--- config.mk ---
export PLATFORM = sky130hd
export DESIGN_NAME = qdac_cmd_slave
export DESIGN_NICKNAME = d
export VERILOG_FILES = /design/src/shared/qdac_pkg.sv /design/src/verilog/qdac_strap_sense.sv /design/src/verilog/qdac_cmd_slave.sv
export VERILOG_INCLUDE_DIRS = /design/src /design/src/shared
export SDC_FILE = /design/constraint.sdc
export NUM_CORES = 1
export LEC_CHECK = 0
export BUFFER_PORTS_ARGS = -buffer_cell sky130_fd_sc_hd__buf_2
export CORE_MARGIN = 5
export CORE_UTILIZATION = 30
export CTS_CLUSTER_SIZE = 14
export DETAILED_ROUTE_END_ITERATION = 12
export SLEW_MARGIN = 20
export SYNTH_ARGS = -nofsm -noshare
export SYNTH_HDL_FRONTEND = slang
export SYNTH_SLANG_ARGS = --single-unit
--- constraint.sdc ---
create_clock -name mclk -period 8.6 [get_ports mclk]
set_clock_uncertainty 0.15 [all_clocks]
set_input_delay 1.29 -clock mclk [delete_from_list [all_inputs] [get_ports mclk]]
set_output_delay 1.29 -clock mclk [all_outputs]
set_load 0.01 [all_outputs]
--- src/shared/qdac_defs.svh ---
// Constants for the quad converter two-wire command slave.
`ifndef QDAC_DEFS_SVH
`define QDAC_DEFS_SVH
// ----------------------------------------
// Timing
// ----------------------------------------
`define QDAC_CLK_PERIOD_NS    25
`define QDAC_FILT_NS          50
`define QDAC_FILT_CYC         ((`QDAC_FILT_NS + `QDAC_CLK_PERIOD_NS - 1) / `QDAC_CLK_PERIOD_NS)
`define QDAC_STRAP_SETTLE_NS  1000
`define QDAC_STRAP_SETTLE_CYC ((`QDAC_STRAP_SETTLE_NS + `QDAC_CLK_PERIOD_NS - 1) / `QDAC_CLK_PERIOD_NS)
// ----------------------------------------
// Frame layout
// ----------------------------------------
`define QDAC_BITS_PER_BYTE 4'h8
`define QDAC_DATA_BYTES    2'h3
`define QDAC_GLOBAL_ADDR   7'h73
`define QDAC_STRAP_BASE    3'h1
`define QDAC_CODE_RESET    16'h0000
// ----------------------------------------
// Command and channel codes
// ----------------------------------------
`define QDAC_CMD_WRITE      4'h0
`define QDAC_CMD_UPDATE     4'h1
`define QDAC_CMD_WR_UPD_ALL 4'h2
`define QDAC_CMD_WR_UPD     4'h3
`define QDAC_CMD_PD         4'h4
`define QDAC_CMD_PD_CHIP    4'h5
`define QDAC_CMD_REF_INT    4'h6
`define QDAC_CMD_REF_EXT    4'h7
`define QDAC_CMD_NOP        4'hF
`define QDAC_CHAN_ALL       4'hF
`endif

--- src/shared/qdac_pkg.sv ---
// Types shared by the quad converter command slave.
package qdac_pkg;
  typedef enum logic [2:0] {S_IDLE, S_ADDR, S_DATA, S_ACK, S_SKIP} qdac_state_t;
  typedef enum logic [1:0] {P_LO, P_HI, P_DONE} qdac_phase_t;
endpackage : qdac_pkg

--- src/verilog/qdac_strap_sense.sv ---
// Three-state address strap sensing and slave address forming.
`timescale 1ns/1ps
`include "qdac_defs.svh"
module qdac_strap_sense #(
  parameter int SETTLE_CYC = `QDAC_STRAP_SETTLE_CYC
) (
  input  wire logic       mclk,
  input  wire logic       rst,
  input  wire logic       ce,
  input  wire logic [2:0] strap_in,
  output logic      [2:0] strap_out,
  output logic      [2:0] strap_oe,
  output logic      [6:0] slave_addr,
  output logic            addr_valid
);
  localparam int CW = $clog2(SETTLE_CYC + 1);
  qdac_pkg::qdac_phase_t phase_reg, phase_next;
  logic [CW-1:0] cnt_reg, cnt_next;
  logic [2:0]    s1_reg, s2_reg, lo_reg, lo_next, hi_reg, hi_next;
  logic [2:0]    out_reg, out_next, oe_reg, oe_next;
  logic [6:0]    addr_reg, addr_next;
  logic [1:0]    trit_w [3];
  logic [4:0]    idx_w;
  // ----------------------------------------
  // Pin states
  // ----------------------------------------
  // A strapped pin overrides the weak drive; an open pin follows it.
  for (genvar g = 0; g < 3; g++) begin : g_trit
    assign trit_w[g] = (!lo_reg[g] && !hi_reg[g]) ? 2'h0 : (lo_reg[g] && hi_reg[g]) ? 2'h2 : 2'h1;
  end
  assign idx_w = 5'(trit_w[2] * 9 + trit_w[1] * 3 + trit_w[0]);
  // ----------------------------------------
  // Sequencer
  // ----------------------------------------
  always_comb begin
    phase_next = phase_reg;
    cnt_next   = cnt_reg;
    lo_next    = lo_reg;
    hi_next    = hi_reg;
    out_next   = out_reg;
    oe_next    = oe_reg;
    addr_next  = addr_reg;
    case (phase_reg)
      qdac_pkg::P_LO: begin
        cnt_next = cnt_reg + 1'b1;
        if (cnt_reg == CW'(SETTLE_CYC)) begin
          lo_next    = s2_reg;
          cnt_next   = '0;
          out_next   = 3'h7;
          phase_next = qdac_pkg::P_HI;
        end
      end
      qdac_pkg::P_HI: begin
        cnt_next = cnt_reg + 1'b1;
        if (cnt_reg == CW'(SETTLE_CYC)) begin
          hi_next    = s2_reg;
          oe_next    = 3'h0;
          out_next   = 3'h0;
          phase_next = qdac_pkg::P_DONE;
        end
      end
      qdac_pkg::P_DONE: begin
        addr_next = {3'(idx_w[4:2] + `QDAC_STRAP_BASE), 2'h0, idx_w[1:0]};
      end
      default: phase_next = qdac_pkg::P_LO;
    endcase
  end
  always_ff @(posedge mclk or posedge rst) begin
    if (rst) begin
      phase_reg <= qdac_pkg::P_LO;
      cnt_reg   <= '0;
      s1_reg    <= 3'h0;
      s2_reg    <= 3'h0;
      lo_reg    <= 3'h0;
      hi_reg    <= 3'h0;
      out_reg   <= 3'h0;
      oe_reg    <= 3'h7;
      addr_reg  <= 7'h00;
    end else if (ce) begin
      phase_reg <= phase_next;
      cnt_reg   <= cnt_next;
      s1_reg    <= strap_in;
      s2_reg    <= s1_reg;
      lo_reg    <= lo_next;
      hi_reg    <= hi_next;
      out_reg   <= out_next;
      oe_reg    <= oe_next;
      addr_reg  <= addr_next;
    end
  end
  assign strap_out  = out_reg;
  assign strap_oe   = oe_reg;
  assign slave_addr = addr_reg;
  // The address is one cycle behind the phase; valid waits for it.
  logic valid_reg;
  always_ff @(posedge mclk or posedge rst) begin
    if (rst) begin
      valid_reg <= 1'b0;
    end else if (ce) begin
      valid_reg <= (phase_reg == qdac_pkg::P_DONE);
    end
  end
  assign addr_valid = valid_reg;
endmodule : qdac_strap_sense

--- src/verilog/qdac_cmd_slave.sv ---
// Two-wire write-only command slave for a quad voltage-output converter.
`timescale 1ns/1ps
`include "qdac_defs.svh"
module qdac_cmd_slave #(
  parameter int STRAP_SETTLE_CYC = `QDAC_STRAP_SETTLE_CYC,
  parameter int FILT_CYC         = `QDAC_FILT_CYC
) (
  input  wire logic        mclk,
  input  wire logic        rst,
  input  wire logic        ce,
  input  wire logic        scl_in,
  input  wire logic        sda_in,
  output logic             sda_out,
  output logic             sda_oe,
  input  wire logic        addr_strap_bit0_in,
  output logic             addr_strap_bit0_out,
  output logic             addr_strap_bit0_oe,
  input  wire logic        addr_strap_bit1_in,
  output logic             addr_strap_bit1_out,
  output logic             addr_strap_bit1_oe,
  input  wire logic        addr_strap_bit2_in,
  output logic             addr_strap_bit2_out,
  output logic             addr_strap_bit2_oe,
  output logic [63:0]      input_words,
  output logic [63:0]      dac_words,
  output logic [3:0]       chan_pd,
  output logic             ref_ext_sel,
  output logic             ref_pd,
  output logic             cmd_strobe
);
  localparam int FW = $clog2(FILT_CYC + 1);
  logic [2:0] strap_out_w, strap_oe_w;
  logic [6:0] slave_addr_w;
  logic       addr_valid_w;
  // ----------------------------------------
  // Address straps
  // ----------------------------------------
  qdac_strap_sense #(.SETTLE_CYC(STRAP_SETTLE_CYC)) u_strap (
    .mclk       (mclk),
    .rst        (rst),
    .ce         (ce),
    .strap_in   ({addr_strap_bit2_in, addr_strap_bit1_in, addr_strap_bit0_in}),
    .strap_out  (strap_out_w),
    .strap_oe   (strap_oe_w),
    .slave_addr (slave_addr_w),
    .addr_valid (addr_valid_w)
  );
  assign {addr_strap_bit2_out, addr_strap_bit1_out, addr_strap_bit0_out} = strap_out_w;
  assign {addr_strap_bit2_oe, addr_strap_bit1_oe, addr_strap_bit0_oe}    = strap_oe_w;
  // ----------------------------------------
  // Line synchronisers and glitch filters
  // ----------------------------------------
  // Index 1 is the clock line, index 0 the data line.
  logic [1:0]    raw_w, s1_reg, s2_reg, flt_reg, flt_next, fd_reg;
  logic [FW-1:0] fcnt_reg [2];
  logic [FW-1:0] fcnt_next [2];
  assign raw_w = {scl_in, sda_in};
  for (genvar g = 0; g < 2; g++) begin : g_line
    always_comb begin
      flt_next[g]  = flt_reg[g];
      fcnt_next[g] = '0;
      if (s2_reg[g] != flt_reg[g]) begin
        fcnt_next[g] = fcnt_reg[g] + 1'b1;
        if (fcnt_reg[g] == FW'(FILT_CYC - 1)) begin
          flt_next[g]  = s2_reg[g];
          fcnt_next[g] = '0;
        end
      end
    end
    always_ff @(posedge mclk or posedge rst) begin
      if (rst) begin
        s1_reg[g]   <= 1'b1;
        s2_reg[g]   <= 1'b1;
        flt_reg[g]  <= 1'b1;
        fd_reg[g]   <= 1'b1;
        fcnt_reg[g] <= '0;
      end else if (ce) begin
        s1_reg[g]   <= raw_w[g];
        s2_reg[g]   <= s1_reg[g];
        flt_reg[g]  <= flt_next[g];
        fd_reg[g]   <= flt_reg[g];
        fcnt_reg[g] <= fcnt_next[g];
      end
    end
  end
  logic rise_w, fall_w, start_w, stop_w, sda_f_w;
  assign sda_f_w = flt_reg[0];
  assign rise_w  = ce && flt_reg[1] && !fd_reg[1];
  assign fall_w  = ce && !flt_reg[1] && fd_reg[1];
  assign start_w = ce && flt_reg[1] && fd_reg[1] && fd_reg[0] && !flt_reg[0];
  assign stop_w  = ce && flt_reg[1] && fd_reg[1] && !fd_reg[0] && flt_reg[0];
  // ----------------------------------------
  // Byte engine
  // ----------------------------------------
  qdac_pkg::qdac_state_t st_reg, st_next;
  logic [3:0]  bit_reg, bit_next;
  logic [1:0]  byte_reg, byte_next;
  logic [7:0]  sh_reg, sh_next;
  logic [23:0] word_reg, word_next;
  logic        ack_reg, ack_next, oe_reg, oe_next, go_reg, go_next, addr_hit_w;
  assign addr_hit_w = addr_valid_w && (sh_reg[7:1] == slave_addr_w || sh_reg[7:1] == `QDAC_GLOBAL_ADDR);
  always_comb begin
    st_next   = st_reg;
    bit_next  = bit_reg;
    byte_next = byte_reg;
    sh_next   = sh_reg;
    word_next = word_reg;
    ack_next  = ack_reg;
    oe_next   = oe_reg;
    go_next   = 1'b0;
    if (stop_w) begin
      st_next = qdac_pkg::S_IDLE;
      oe_next = 1'b0;
    end else if (start_w) begin
      st_next  = qdac_pkg::S_ADDR;
      bit_next = 4'h0;
      oe_next  = 1'b0;
    end else begin
      case (st_reg)
        qdac_pkg::S_ADDR, qdac_pkg::S_DATA: begin
          if (rise_w) begin
            sh_next  = {sh_reg[6:0], sda_f_w};
            bit_next = bit_reg + 4'h1;
          end
          if (fall_w && bit_reg == `QDAC_BITS_PER_BYTE) begin
            bit_next = 4'h0;
            st_next  = qdac_pkg::S_ACK;
            if (st_reg == qdac_pkg::S_ADDR) begin
              ack_next  = addr_hit_w && !sh_reg[0];
              byte_next = 2'h0;
            end else begin
              ack_next = (byte_reg != `QDAC_DATA_BYTES);
              if (ack_next) begin
                byte_next = byte_reg + 2'h1;
                word_next = {word_reg[15:0], sh_reg};
              end
            end
            oe_next = ack_next;
          end
        end
        qdac_pkg::S_ACK: begin
          // Released only on the falling edge, so the line is stable all high time.
          if (fall_w) begin
            oe_next = 1'b0;
            st_next = ack_reg ? qdac_pkg::S_DATA : qdac_pkg::S_SKIP;
            go_next = ack_reg && (byte_reg == `QDAC_DATA_BYTES);
          end
        end
        qdac_pkg::S_IDLE, qdac_pkg::S_SKIP: st_next = st_reg;
        default: st_next = qdac_pkg::S_IDLE;
      endcase
    end
  end
  always_ff @(posedge mclk or posedge rst) begin
    if (rst) begin
      st_reg   <= qdac_pkg::S_IDLE;
      bit_reg  <= 4'h0;
      byte_reg <= 2'h0;
      sh_reg   <= 8'h00;
      word_reg <= 24'h000000;
      ack_reg  <= 1'b0;
      oe_reg   <= 1'b0;
      go_reg   <= 1'b0;
    end else if (ce) begin
      st_reg   <= st_next;
      bit_reg  <= bit_next;
      byte_reg <= byte_next;
      sh_reg   <= sh_next;
      word_reg <= word_next;
      ack_reg  <= ack_next;
      oe_reg   <= oe_next;
      go_reg   <= go_next;
    end
  end
  assign sda_out    = 1'b0;
  assign sda_oe     = oe_reg;
  assign cmd_strobe = go_reg;
  // ----------------------------------------
  // Command execution
  // ----------------------------------------
  logic [3:0]  cmd_w, chan_w, sel_w, wr_w, up_w, pd_w, pd_reg, pd_next;
  logic [15:0] code_w;
  logic [15:0] in_reg [4];
  logic [15:0] in_next [4];
  logic [15:0] dac_reg [4];
  logic [15:0] dac_next [4];
  logic        go_w, ext_reg, ext_next, rpd_reg, rpd_next, chip_reg, chip_next;
  assign cmd_w  = word_reg[23:20];
  assign chan_w = word_reg[19:16];
  assign code_w = word_reg[15:0];
  assign go_w   = ce && go_reg;
  for (genvar c = 0; c < 4; c++) begin : g_chan
    assign sel_w[c] = (chan_w == 4'(c)) || (chan_w == `QDAC_CHAN_ALL);
    assign wr_w[c]  = go_w && sel_w[c] && (cmd_w == `QDAC_CMD_WRITE || cmd_w == `QDAC_CMD_WR_UPD
                      || cmd_w == `QDAC_CMD_WR_UPD_ALL);
    assign up_w[c]  = go_w && ((sel_w[c] && (cmd_w == `QDAC_CMD_UPDATE || cmd_w == `QDAC_CMD_WR_UPD))
                      || cmd_w == `QDAC_CMD_WR_UPD_ALL);
    assign pd_w[c]  = go_w && ((sel_w[c] && cmd_w == `QDAC_CMD_PD) || cmd_w == `QDAC_CMD_PD_CHIP);
    always_comb begin
      in_next[c]  = wr_w[c] ? code_w : in_reg[c];
      dac_next[c] = up_w[c] ? in_next[c] : dac_reg[c];
      pd_next[c]  = up_w[c] ? 1'b0 : (pd_w[c] ? 1'b1 : pd_reg[c]);
    end
    always_ff @(posedge mclk or posedge rst) begin
      if (rst) begin
        in_reg[c]  <= `QDAC_CODE_RESET;
        dac_reg[c] <= `QDAC_CODE_RESET;
        pd_reg[c]  <= 1'b0;
      end else if (ce) begin
        in_reg[c]  <= in_next[c];
        dac_reg[c] <= dac_next[c];
        pd_reg[c]  <= pd_next[c];
      end
    end
    assign input_words[16*c +: 16] = in_reg[c];
    assign dac_words[16*c +: 16]   = dac_reg[c];
  end
  // A reference shut by the chip power-down wakes with any update; one shut by the
  // external select wakes only on an explicit internal select.
  always_comb begin
    ext_next  = ext_reg;
    rpd_next  = rpd_reg;
    chip_next = chip_reg;
    if (go_w) begin
      case (cmd_w)
        `QDAC_CMD_REF_INT: begin
          ext_next  = 1'b0;
          rpd_next  = 1'b0;
          chip_next = 1'b0;
        end
        `QDAC_CMD_REF_EXT: begin
          ext_next  = 1'b1;
          rpd_next  = 1'b1;
          chip_next = 1'b0;
        end
        `QDAC_CMD_PD_CHIP: begin
          rpd_next  = 1'b1;
          chip_next = !ext_reg;
        end
        default: ext_next = ext_reg;
      endcase
      if (|up_w && chip_reg) begin
        rpd_next  = 1'b0;
        chip_next = 1'b0;
      end
    end
  end
  always_ff @(posedge mclk or posedge rst) begin
    if (rst) begin
      ext_reg  <= 1'b0;
      rpd_reg  <= 1'b0;
      chip_reg <= 1'b0;
    end else if (ce) begin
      ext_reg  <= ext_next;
      rpd_reg  <= rpd_next;
      chip_reg <= chip_next;
    end
  end
  assign chan_pd     = pd_reg;
  assign ref_ext_sel = ext_reg;
  assign ref_pd      = rpd_reg;

  logic byte_end_w;
  assign byte_end_w = fall_w && bit_reg == `QDAC_BITS_PER_BYTE;
endmodule : qdac_cmd_slave

# Word level (Yosys, flattened, before mapping)
# Index checks and enable logic that the tools add are counted.
# word_totals
elab_cells	266
input_bits	8
out_inout_bits	143
regBits	223
# classes
n_eq_ne	32
muxes	57
mul	2
add_sub_neg	8
n_reduce_logical	120
n_bitwise	4
# ops
cell	count
$mux 16	4
$logic_and 1x1->1	45
$mux 2	14
$mux 3	7
$reduce_and 3->1	7
$reduce_and 2->1	10
$reduce_and 4->1	5
$mux 1	19
$eq 4x2->1 const B	4
$eq 4x3->1 const B	4
$logic_or 1x1->1	16
$mux 4	4
$reduce_bool 2->1	8
$logic_not 1->1	12
$pmux 6 s2	1
$reduce_and 5->1	2
$pmux 3 s3	1
$reduce_bool 3->1	3
$eq 4x1->1 const B	2
$eq 4x4->1 const B	2
$logic_not 4->1	2
$ne 4x4->1 const B	2
$pmux 1 s2	4
$reduce_or 2->1	4
30 further kinds	41

# Logic depth before layout (Yosys ltp)
# Gate-level depths: netlist (run 1).
# depth
depth_word	9
depth_mapped	13
depth_no_buf	13

# Modules after synthesis
# Synthesis (run 1) repeated with hierarchy kept, for this count alone.
# hier_totals
hier_cells	665
hier_area_um2	9589.2
# modules_own_cells
module	area_each_um2	cells_each	n_inst	seq_area_each_um2
qdac_cmd_slave	8035.2	531	1	4789.6
qdac_strap_sense	1554.0	134	1	701.9

# Worst setup path before layout (run 1)
# OpenSTA, ideal clock, no wires.
# synth_timing
path_type	input port to flip-flop
start	input ce
end	register dac_reg (netlist bit dac_words[48])
path_buffers	2
setup_time_ps	125
stages	6
required_ps	8325
arrival_ps	2791
slack_ps	5535
path_cell_list	buf_4 > nand4bb_4 > nor3_4 > buf_4 > mux2_1 > mux2_2
# synth_between
elab_chain_cells	4
word_cells_on_any_way	6
classes_between	mux (1); reduce/logical (5)
# synth_rtl
item	line	rtl
start, declared	qdac_cmd_slave.sv:10	input wire logic ce,
$logic_and 1x1->1	qdac_cmd_slave.sv:191	assign go_w = ce && go_reg;
$logic_and 1x1->1 (2 in series)	qdac_cmd_slave.sv:194	assign wr_w[c] = go_w && sel_w[c] && (cmd_w == `QDAC_CMD_WRITE || cmd_w == `QDAC_CMD_WR_UPD
$mux 16	qdac_cmd_slave.sv:200	in_next[c] = wr_w[c] ? code_w : in_reg[c];
end signal, assigned by index	qdac_cmd_slave.sv:207	dac_reg[c] <= `QDAC_CODE_RESET;
end signal, assigned by index	qdac_cmd_slave.sv:211	dac_reg[c] <= dac_next[c];
end, declared	qdac_cmd_slave.sv:185	logic [15:0] dac_reg [4];
# Several ways; a longest one is shown, not always the timed one.
# A chain may end at the register's enable or synchronous reset.

# Final worst setup path (run 1)
# layout_timing
start	input ce
end	register dac_reg (netlist bit dac_words[51])
# The elaborated chain is that of the path after synthesis.

==> flow_summary.toml, run 1 <==
[status]
status = "complete, no violations"

[synthesis]
yosysMostFrequentCell = "dfrtp_1"
synth_top_family_by_area = "multiplexers"
synth_fa_ha_area_share_pct = 2.49
avgSynthCellArea_um2 = 14.4
yosys-top-cells-count = "210 x dfrtp_1, 144 x mux2_2, 29 x mux2_4, 29 x nand2_1, 28 x o21ai_0"
synth_top_area_cell = "dfrtp_1"
syn-num-nets = 684
synth_compound_area_share_pct = 5.24
synthSimpleGateAreaFrac_pct = 6.34
ys.flop_type = "dfrtp_1"
async_flop_share_pct = 100
synth.distinct_cells = 66
synth_edf_count = 0
ys_ff_latch = 219
yosysSeqAreaShare_pct = 58.1
syn_inst = 659
synth.top_cell.area_share_pct = 55.6
netlist_area_mm2 = 0.00946
synth.area.mux_share_pct = 23.1
synth_xor_area_share_pct = 1.56
yosys-top-cells-area = "dfrtp_1 56%, mux2_2 17%, mux2_4 4.6%, dfstp_2 2.5%, ha_1 1.9%"
yosysWarningCount = 0

[timing]
slew_violations = 0
fmax_ghz = 0.287
slew_headroom_pct = 31.3
finalCriticalPeriod_ps = 3480
worst_slack_ps = 5120
rsz0062_at_grt = "false"
timing.final.crit_share_pct = 40.5
worst_pin_slew_ps = 1030
setup_viol = 0
hold_violations = 0
tns_ps = 0

[routing]
wl_per_cell_um = 17.2
vias = 5678
drt_iter0_drc = 207
drc_errors = 0
wl_um = 21200
drtAntennaViolNets = 0
vias_per_cell = 4.62
firstDrtPassIters = 6

[global_route]
grt_pass1_vias = 5922
grt_most_used_layer = "met2"
grt_max_degree = 118
use_met3_pct = 3.09
grt_pass1_wl_um = 34200
grt.overflow.total = 0
grt_use_total_pct = 12.0
antenna_found_initial = 0
grtUsageMet1_pct = 15.3
met2_usage_pct = 20.6

[floorplanning]
initial_utilization_pct = 30.2
fp.dieW_um = 188
die_h_um = 188
dieArea_mm2 = 0.0352
ios = 151
rows = 65
core_mm2 = 0.0313

[power_and_ir_drop]
power_density_mw_per_mm2 = 217
switching_share_pct = 26.3
p_sw_uw = 645
ir_worst_vdd_uv = 134
p_clk_share_pct = 40.2
power_uw = 2450
p_int_uw = 1810
seqPwrFrac_pct = 48.5
p_leak_uw = 0.00593
power_frac_comb_pct = 11.3

[cts]
tritoncts = "done"
clock_sinks = 219
cts_setup_buffers = 0
clockBufferDepth = 3
cts_buffers = 24
post_cts_resize_count = 0
clockRootBuffer = "clkbuf_16"
ctsHoldBuffers = 0
clk_latency_ps = 530
htreeDepth = 1
clkTransAtPathRegs_ps = 60

[placement]
hpwl_um = 14800
port_buffers = 149
gp_congestion = 0.755
dpl_cell_area_mm2 = 0.0105
pre_cts_ws_ps = 4560
dp_cells = 1186

[critical_path]
slowest_delay_ps = 860
start_kind = "input pin"
endpoint_kind = "register"
path_cells = "buf_2, nand4bb_4, nor3_4, mux2_2, mux2_2"
cp_slowest_cell = "nor3_4"
required_ps = 8860
crit_type = "in2reg"
worst_path_most_repeated_cell = "mux2_2"
critPathMaxFanout = 39
cp.arrival_ps = 3740

[finish]
finalNonFillerCells = 1230
fin_area_mm2 = 0.0113
layout.nets = 835
multi_input_area_mm2 = 0.00369
ff_latch_area_mm2 = 0.00549
drive_gt1_share_pct = 47.9
num_antenna_cells = 0
fill_cells = 3066
areaGrowthSynthToFinish_pct = 19.7

[job]
maxCapViolCount = 0

[min_path]
hp-class = "reg2reg"
worst paths after layout:
kind / start / endpoint / slack, ps / depth (start not counted)
worst max-delay path: ce / dac_words[51] / 5120 / 5
worst min-delay path: fcnt_reg[1] / fcnt_reg[1] / 330 / 1
worst max register to register: u_strap.hi_reg[1] / u_strap.slave_addr[6] / 5630 / 13
worst min register to register: fcnt_reg[1] / fcnt_reg[1] / 330 / 1
max in group asynchronous: rst / dac_words[36] / 6230 / 3
min in group asynchronous: rst / input_words[45] / 760 / 2
kinds of logic (layout without fill, tap and decap cells):
| family | after synthesis | count (layout) |
|---|---|---|
| AO/OA/AOI/OAI | 71 | 71 |
| AND/OR/NAND/NOR | 99 | 99 |
| adder cells (fa/ha/maj) | 17 | 17 |
| XOR/XNOR | 16 | 16 |
| multiplexers | 185 | 185 |
| buffers and inverters | 51 | 220 |
| flip-flops | 219 | 219 |
| other | 1 | 1 |
routing by layer:
layer  share of wire (%)  wire, um  vias up
li1                    -         -     2649
met1                  43      9050     2877
met2                  49     10500      125
met3                 6.2      1300       27
met4                 1.7       363        0
met5                   0         0        -
metrics by stage:
stage               hold slack (ps)  utilization, %
floorplan                       293               -
global placement                310            33.6
detailed placement              314            33.6
CTS                             336            36.1
global route                    358            36.2
finish                          326            36.2
power groups by stage:
stage / logic [uW] / registers (uW) / clock network, uW
floorplan: 256 / 1170 / 0
global placement: 276 / 1210 / 0
detailed placement: 283 / 1210 / 0
CTS: 285 / 1190 / 1020
global route: 325 / 1200 / 1060
finish: 278 / 1190 / 987
placed cells by master (no fill, tap or decap), types with 3 or more instances in the layout:
cell        instances
clkbuf_8            6
nor3_1              5
nor2_1             14
xor2_1              3
mux2_2            144
clkbuf_16          24
dfstp_2             9
inv_1              23
a21o_1              4
buf_4               3
o21ai_4             5
clkinv_2            4
clkinvlp_4          4
nor2b_1             5
nand4_1             3
fa_1                3
mux2_1             10
nand2_1            29
ha_1               14
a21oi_1            10
xnor2_1            12
dfrtp_1           210
buf_2             149
and2_1              5
nand3_1            10
clkbuf_1            4
mux2_4             29
nand2b_1            4
o32ai_1             3
o22ai_1             4
o21ai_0            28
final cells by class:
| type | instances | area share, % |
|---|---|---|
| sequential | 219 | 48.5 |
| multi-input combinational | 389 | 32.6 |
| timing repair buffer | 152 | 6.79 |
| clock buffer | 34 | 6.17 |
| tap | 402 | 4.44 |
| inverter | 24 | 0.862 |
| clock inverter | 10 | 0.663 |
worst max-delay path, delay by kind of cell:
family	cells	cell delay, ps
simple gates	2	1160
mux	2	680
buf+inv	1	570
No activity file was read; power rests on OpenSTA's default activity.
==> inputs of run 2 (changes only) <==
--- a/config.mk
+++ b/config.mk
@@ -6,6 +6,7 @@
 export SDC_FILE = /design/constraint.sdc
 export NUM_CORES = 1
 export LEC_CHECK = 0
+export ABC_AREA = 1
 export BUFFER_PORTS_ARGS = -buffer_cell sky130_fd_sc_hd__buf_2
 export CORE_MARGIN = 5
 export CORE_UTILIZATION = 30
==> constraint.sdc (replaced) <==
create_clock -name mclk -period 3.2 [get_ports mclk]
set_clock_uncertainty 0.15 [all_clocks]
set_input_delay 0.48 -clock mclk [delete_from_list [all_inputs] [get_ports mclk]]
set_output_delay 0.48 -clock mclk [all_outputs]
set_load 0.01 [all_outputs]
==> run 2 against run 1 <==
Die area is 3.5% lower. Cell area is 2.0% lower. Setup slack worse by 4900 ps. Non-clock buffer count is 13 higher. Synthesized cell count is 55% higher. Routed wire length is 8.6% higher. Combinational power grew to 4.3 times the previous value. Core utilization is 1.1 points higher. Flip-flop and latch count stayed put. Highest routed layer unchanged.
==> flow_summary.toml, run 2 <==
[power_and_ir_drop]
ir_worst_vdd_uv = 374
p_leak_uw = 0.00596
power_uw = 7030
p_sw_uw = 2010
power_frac_comb_pct = 16.9
switching_share_pct = 28.6
power_density_mw_per_mm2 = 633
p_clk_share_pct = 37.7
p_int_uw = 5020
seqPwrFrac_pct = 45.4

[synthesis]
yosysWarningCount = 0
synth_top_family_by_area = "simple AND/OR/NAND/NOR gates"
synth_xor_area_share_pct = 0.673
yosys-top-cells-count = "408 x nand2_1, 210 x dfrtp_1, 85 x inv_1"
synth_top_area_cell = "dfrtp_1"
netlist_area_mm2 = 0.00910
ys.flop_type = "dfrtp_1"
async_flop_share_pct = 100
synth_compound_area_share_pct = 8.82
synth.top_cell.area_share_pct = 57.7
synth_fa_ha_area_share_pct = 2.58
ys_ff_latch = 219
yosysSeqAreaShare_pct = 60.3
syn_inst = 1019
avgSynthCellArea_um2 = 8.94
synth_edf_count = 0
yosys-top-cells-area = "dfrtp_1 58%, nand2_1 17%, o21ai_0 3.8%, inv_1 3.5%, o21ai_1 3.4%"
yosysMostFrequentCell = "nand2_1"
synth.distinct_cells = 40
synthSimpleGateAreaFrac_pct = 21.8
synth.area.mux_share_pct = 0
syn-num-nets = 1044

[critical_path]
slowest_delay_ps = 420
cp_slowest_cell = "fa_1"
critPathMaxFanout = 2
required_ps = 3500
worstPathBufferInverterCount = 4
worstReg2RegStart = "u_strap.hi_reg[1]"
start_kind = "register"
cp.arrival_ps = 3290
endpoint_kind = "register"
worst_path_most_repeated_cell = "inv_1"
crit_type = "reg2reg"
crit_family = "adder cells"
path_cells = "inv_1, ha_1, inv_1, fa_1, inv_1, fa_1, inv_1, fa_1, xnor2_2, ha_1, xnor2_2, a21oi_1, o21ai_0, nand2_1"
timing.critical_path.from = "u_strap.hi_reg[1]"

[routing]
firstDrtPassIters = 5
drc_errors = 0
vias = 7081
drtAntennaViolNets = 0
wl_per_cell_um = 14.5
vias_per_cell = 4.48
drt_iter0_drc = 544
wl_um = 23000

[placement]
gp_congestion = 0.800
dpl_cell_area_mm2 = 0.0103
hpwl_um = 16100
dp_cells = 1536
port_buffers = 149

[min_path]
hp-class = "in2reg"
hp-start = "scl_in"

[timing]
tns_ps = 0
finalCriticalPeriod_ps = 3000
setup_viol = 0
rsz0062_at_grt = "false"
worst_pin_slew_ps = 763
fmax_ghz = 0.334
slew_headroom_pct = 49.0
timing.final.crit_share_pct = 93.6
slew_violations = 0
hold_violations = 0

[global_route]
antenna_found_initial = 0
grt_use_total_pct = 13.2
grt.overflow.total = 0
grt_max_degree = 59
grt_pass1_wl_um = 36400
grt_pass1_vias = 6941

[finish]
layout.nets = 1199
num_antenna_cells = 0
finalNonFillerCells = 1582
drive_gt1_share_pct = 19.8
fin_area_mm2 = 0.0111
layout_commonest_cell = "nand2_1"
areaGrowthSynthToFinish_pct = 21.9
mostFrequentLayoutCells = "408 x nand2_1, 210 x dfrtp_1, 149 x buf_2"

[cts]
clock_sinks = 219
htreeDepth = 1
clockRootBuffer = "clkbuf_16"
tritoncts = "done"
clkTransAtPathRegs_ps = 60
cts_buffers = 24
clk_latency_ps = 530
clockBufferDepth = 3

[floorplanning]
fp.dieW_um = 184
dieArea_mm2 = 0.0339
initial_utilization_pct = 30.6
rows = 63
die_h_um = 184
core_mm2 = 0.0298
ios = 151

[status]
status = "complete, no violations"

[job]
maxCapViolCount = 0
[run 2: cell count changes after synthesis, moves of 12 or more]
cell     change
inv_1       +61
nand2_1    +379
o21ai_1     +60
mux2_4      -29
o21ai_0     +41
mux2_2     -144
nor2_1      +23
buf_2       +12
[run 2: worst paths after layout]
kind,endpoint,slack (ps),cells after the start
max,u_strap.slave_addr[6],200,14
max reg2reg,u_strap.slave_addr[6],200,14
min in group asynchronous,dac_words[54],480,3
min reg2reg,u_strap.strap_oe[1],300,2
max in group asynchronous,input_words[10],1640,4
min,s1_reg[1],20,3
[run 2: cell type report]
cell class / count / area, um2
fill: 3063 / 18700
multi-input combinational: 673 / 3100
sequential: 219 / 5490
timing repair buffer: 165 / 908
inverter: 91 / 345
tap: 390 / 488
clock inverter: 9 / 61.3
clock buffer: 35 / 702
[run 2: metal layers]
layer  up-vias  track usage [%]  wire, um
met5         -                0         0
met2       162             22.2     10800
met1      3367             18.3     10500
li1       3521                -         -
met4         0             2.81       440
met3        31             2.01      1240
[run 2: what timing repair did]
action                     CTS  global route
setup endpoints to repair    0             1
gates resized for setup      0             2
buffers inserted             0             0
hold endpoints to repair    27             0
hold buffers                 2             0
[run 2: power groups by stage]
stage                     clock network [uW]  logic, uW  registers [uW]
final                                   2650       1190            3190
after global routing                    2840       1420            3220
after CTS                               2720       1170            3190
after detailed placement                   0       1160            3230
after global placement                     0       1120            3230
after floorplan                            0        900            3210
[run 2: worst reg2reg max path, delay by kind of cell (launching register included)]
kind / cells / cell delay, ps
DFF: 1 / 340
xor gates and xnor gates: 2 / 300
buffers and inverters: 4 / 290
AOI/OAI and AO/OA: 2 / 230
adders and majority gates: 5 / 1560
and+or+nand+nor: 1 / 60
[run 2: logic make-up after synthesis]
logic type	Yosys count
buffers and inverters	127
other	1
and+or+nand+nor	492
AOI/OAI and AO/OA	156
DFF	219
xor gates and xnor gates	7
adders and majority gates	17
[run 2: metrics by stage]
stage	setup slack [ps]	utilization (%)	hold WS [ps]
after floorplan	-277	-	292
after global placement	269	34.6	292
after detailed placement	198	34.6	296
after CTS	197	37.2	0.601
after global routing	16.6	37.2	22.8
final	204	37.2	17.2
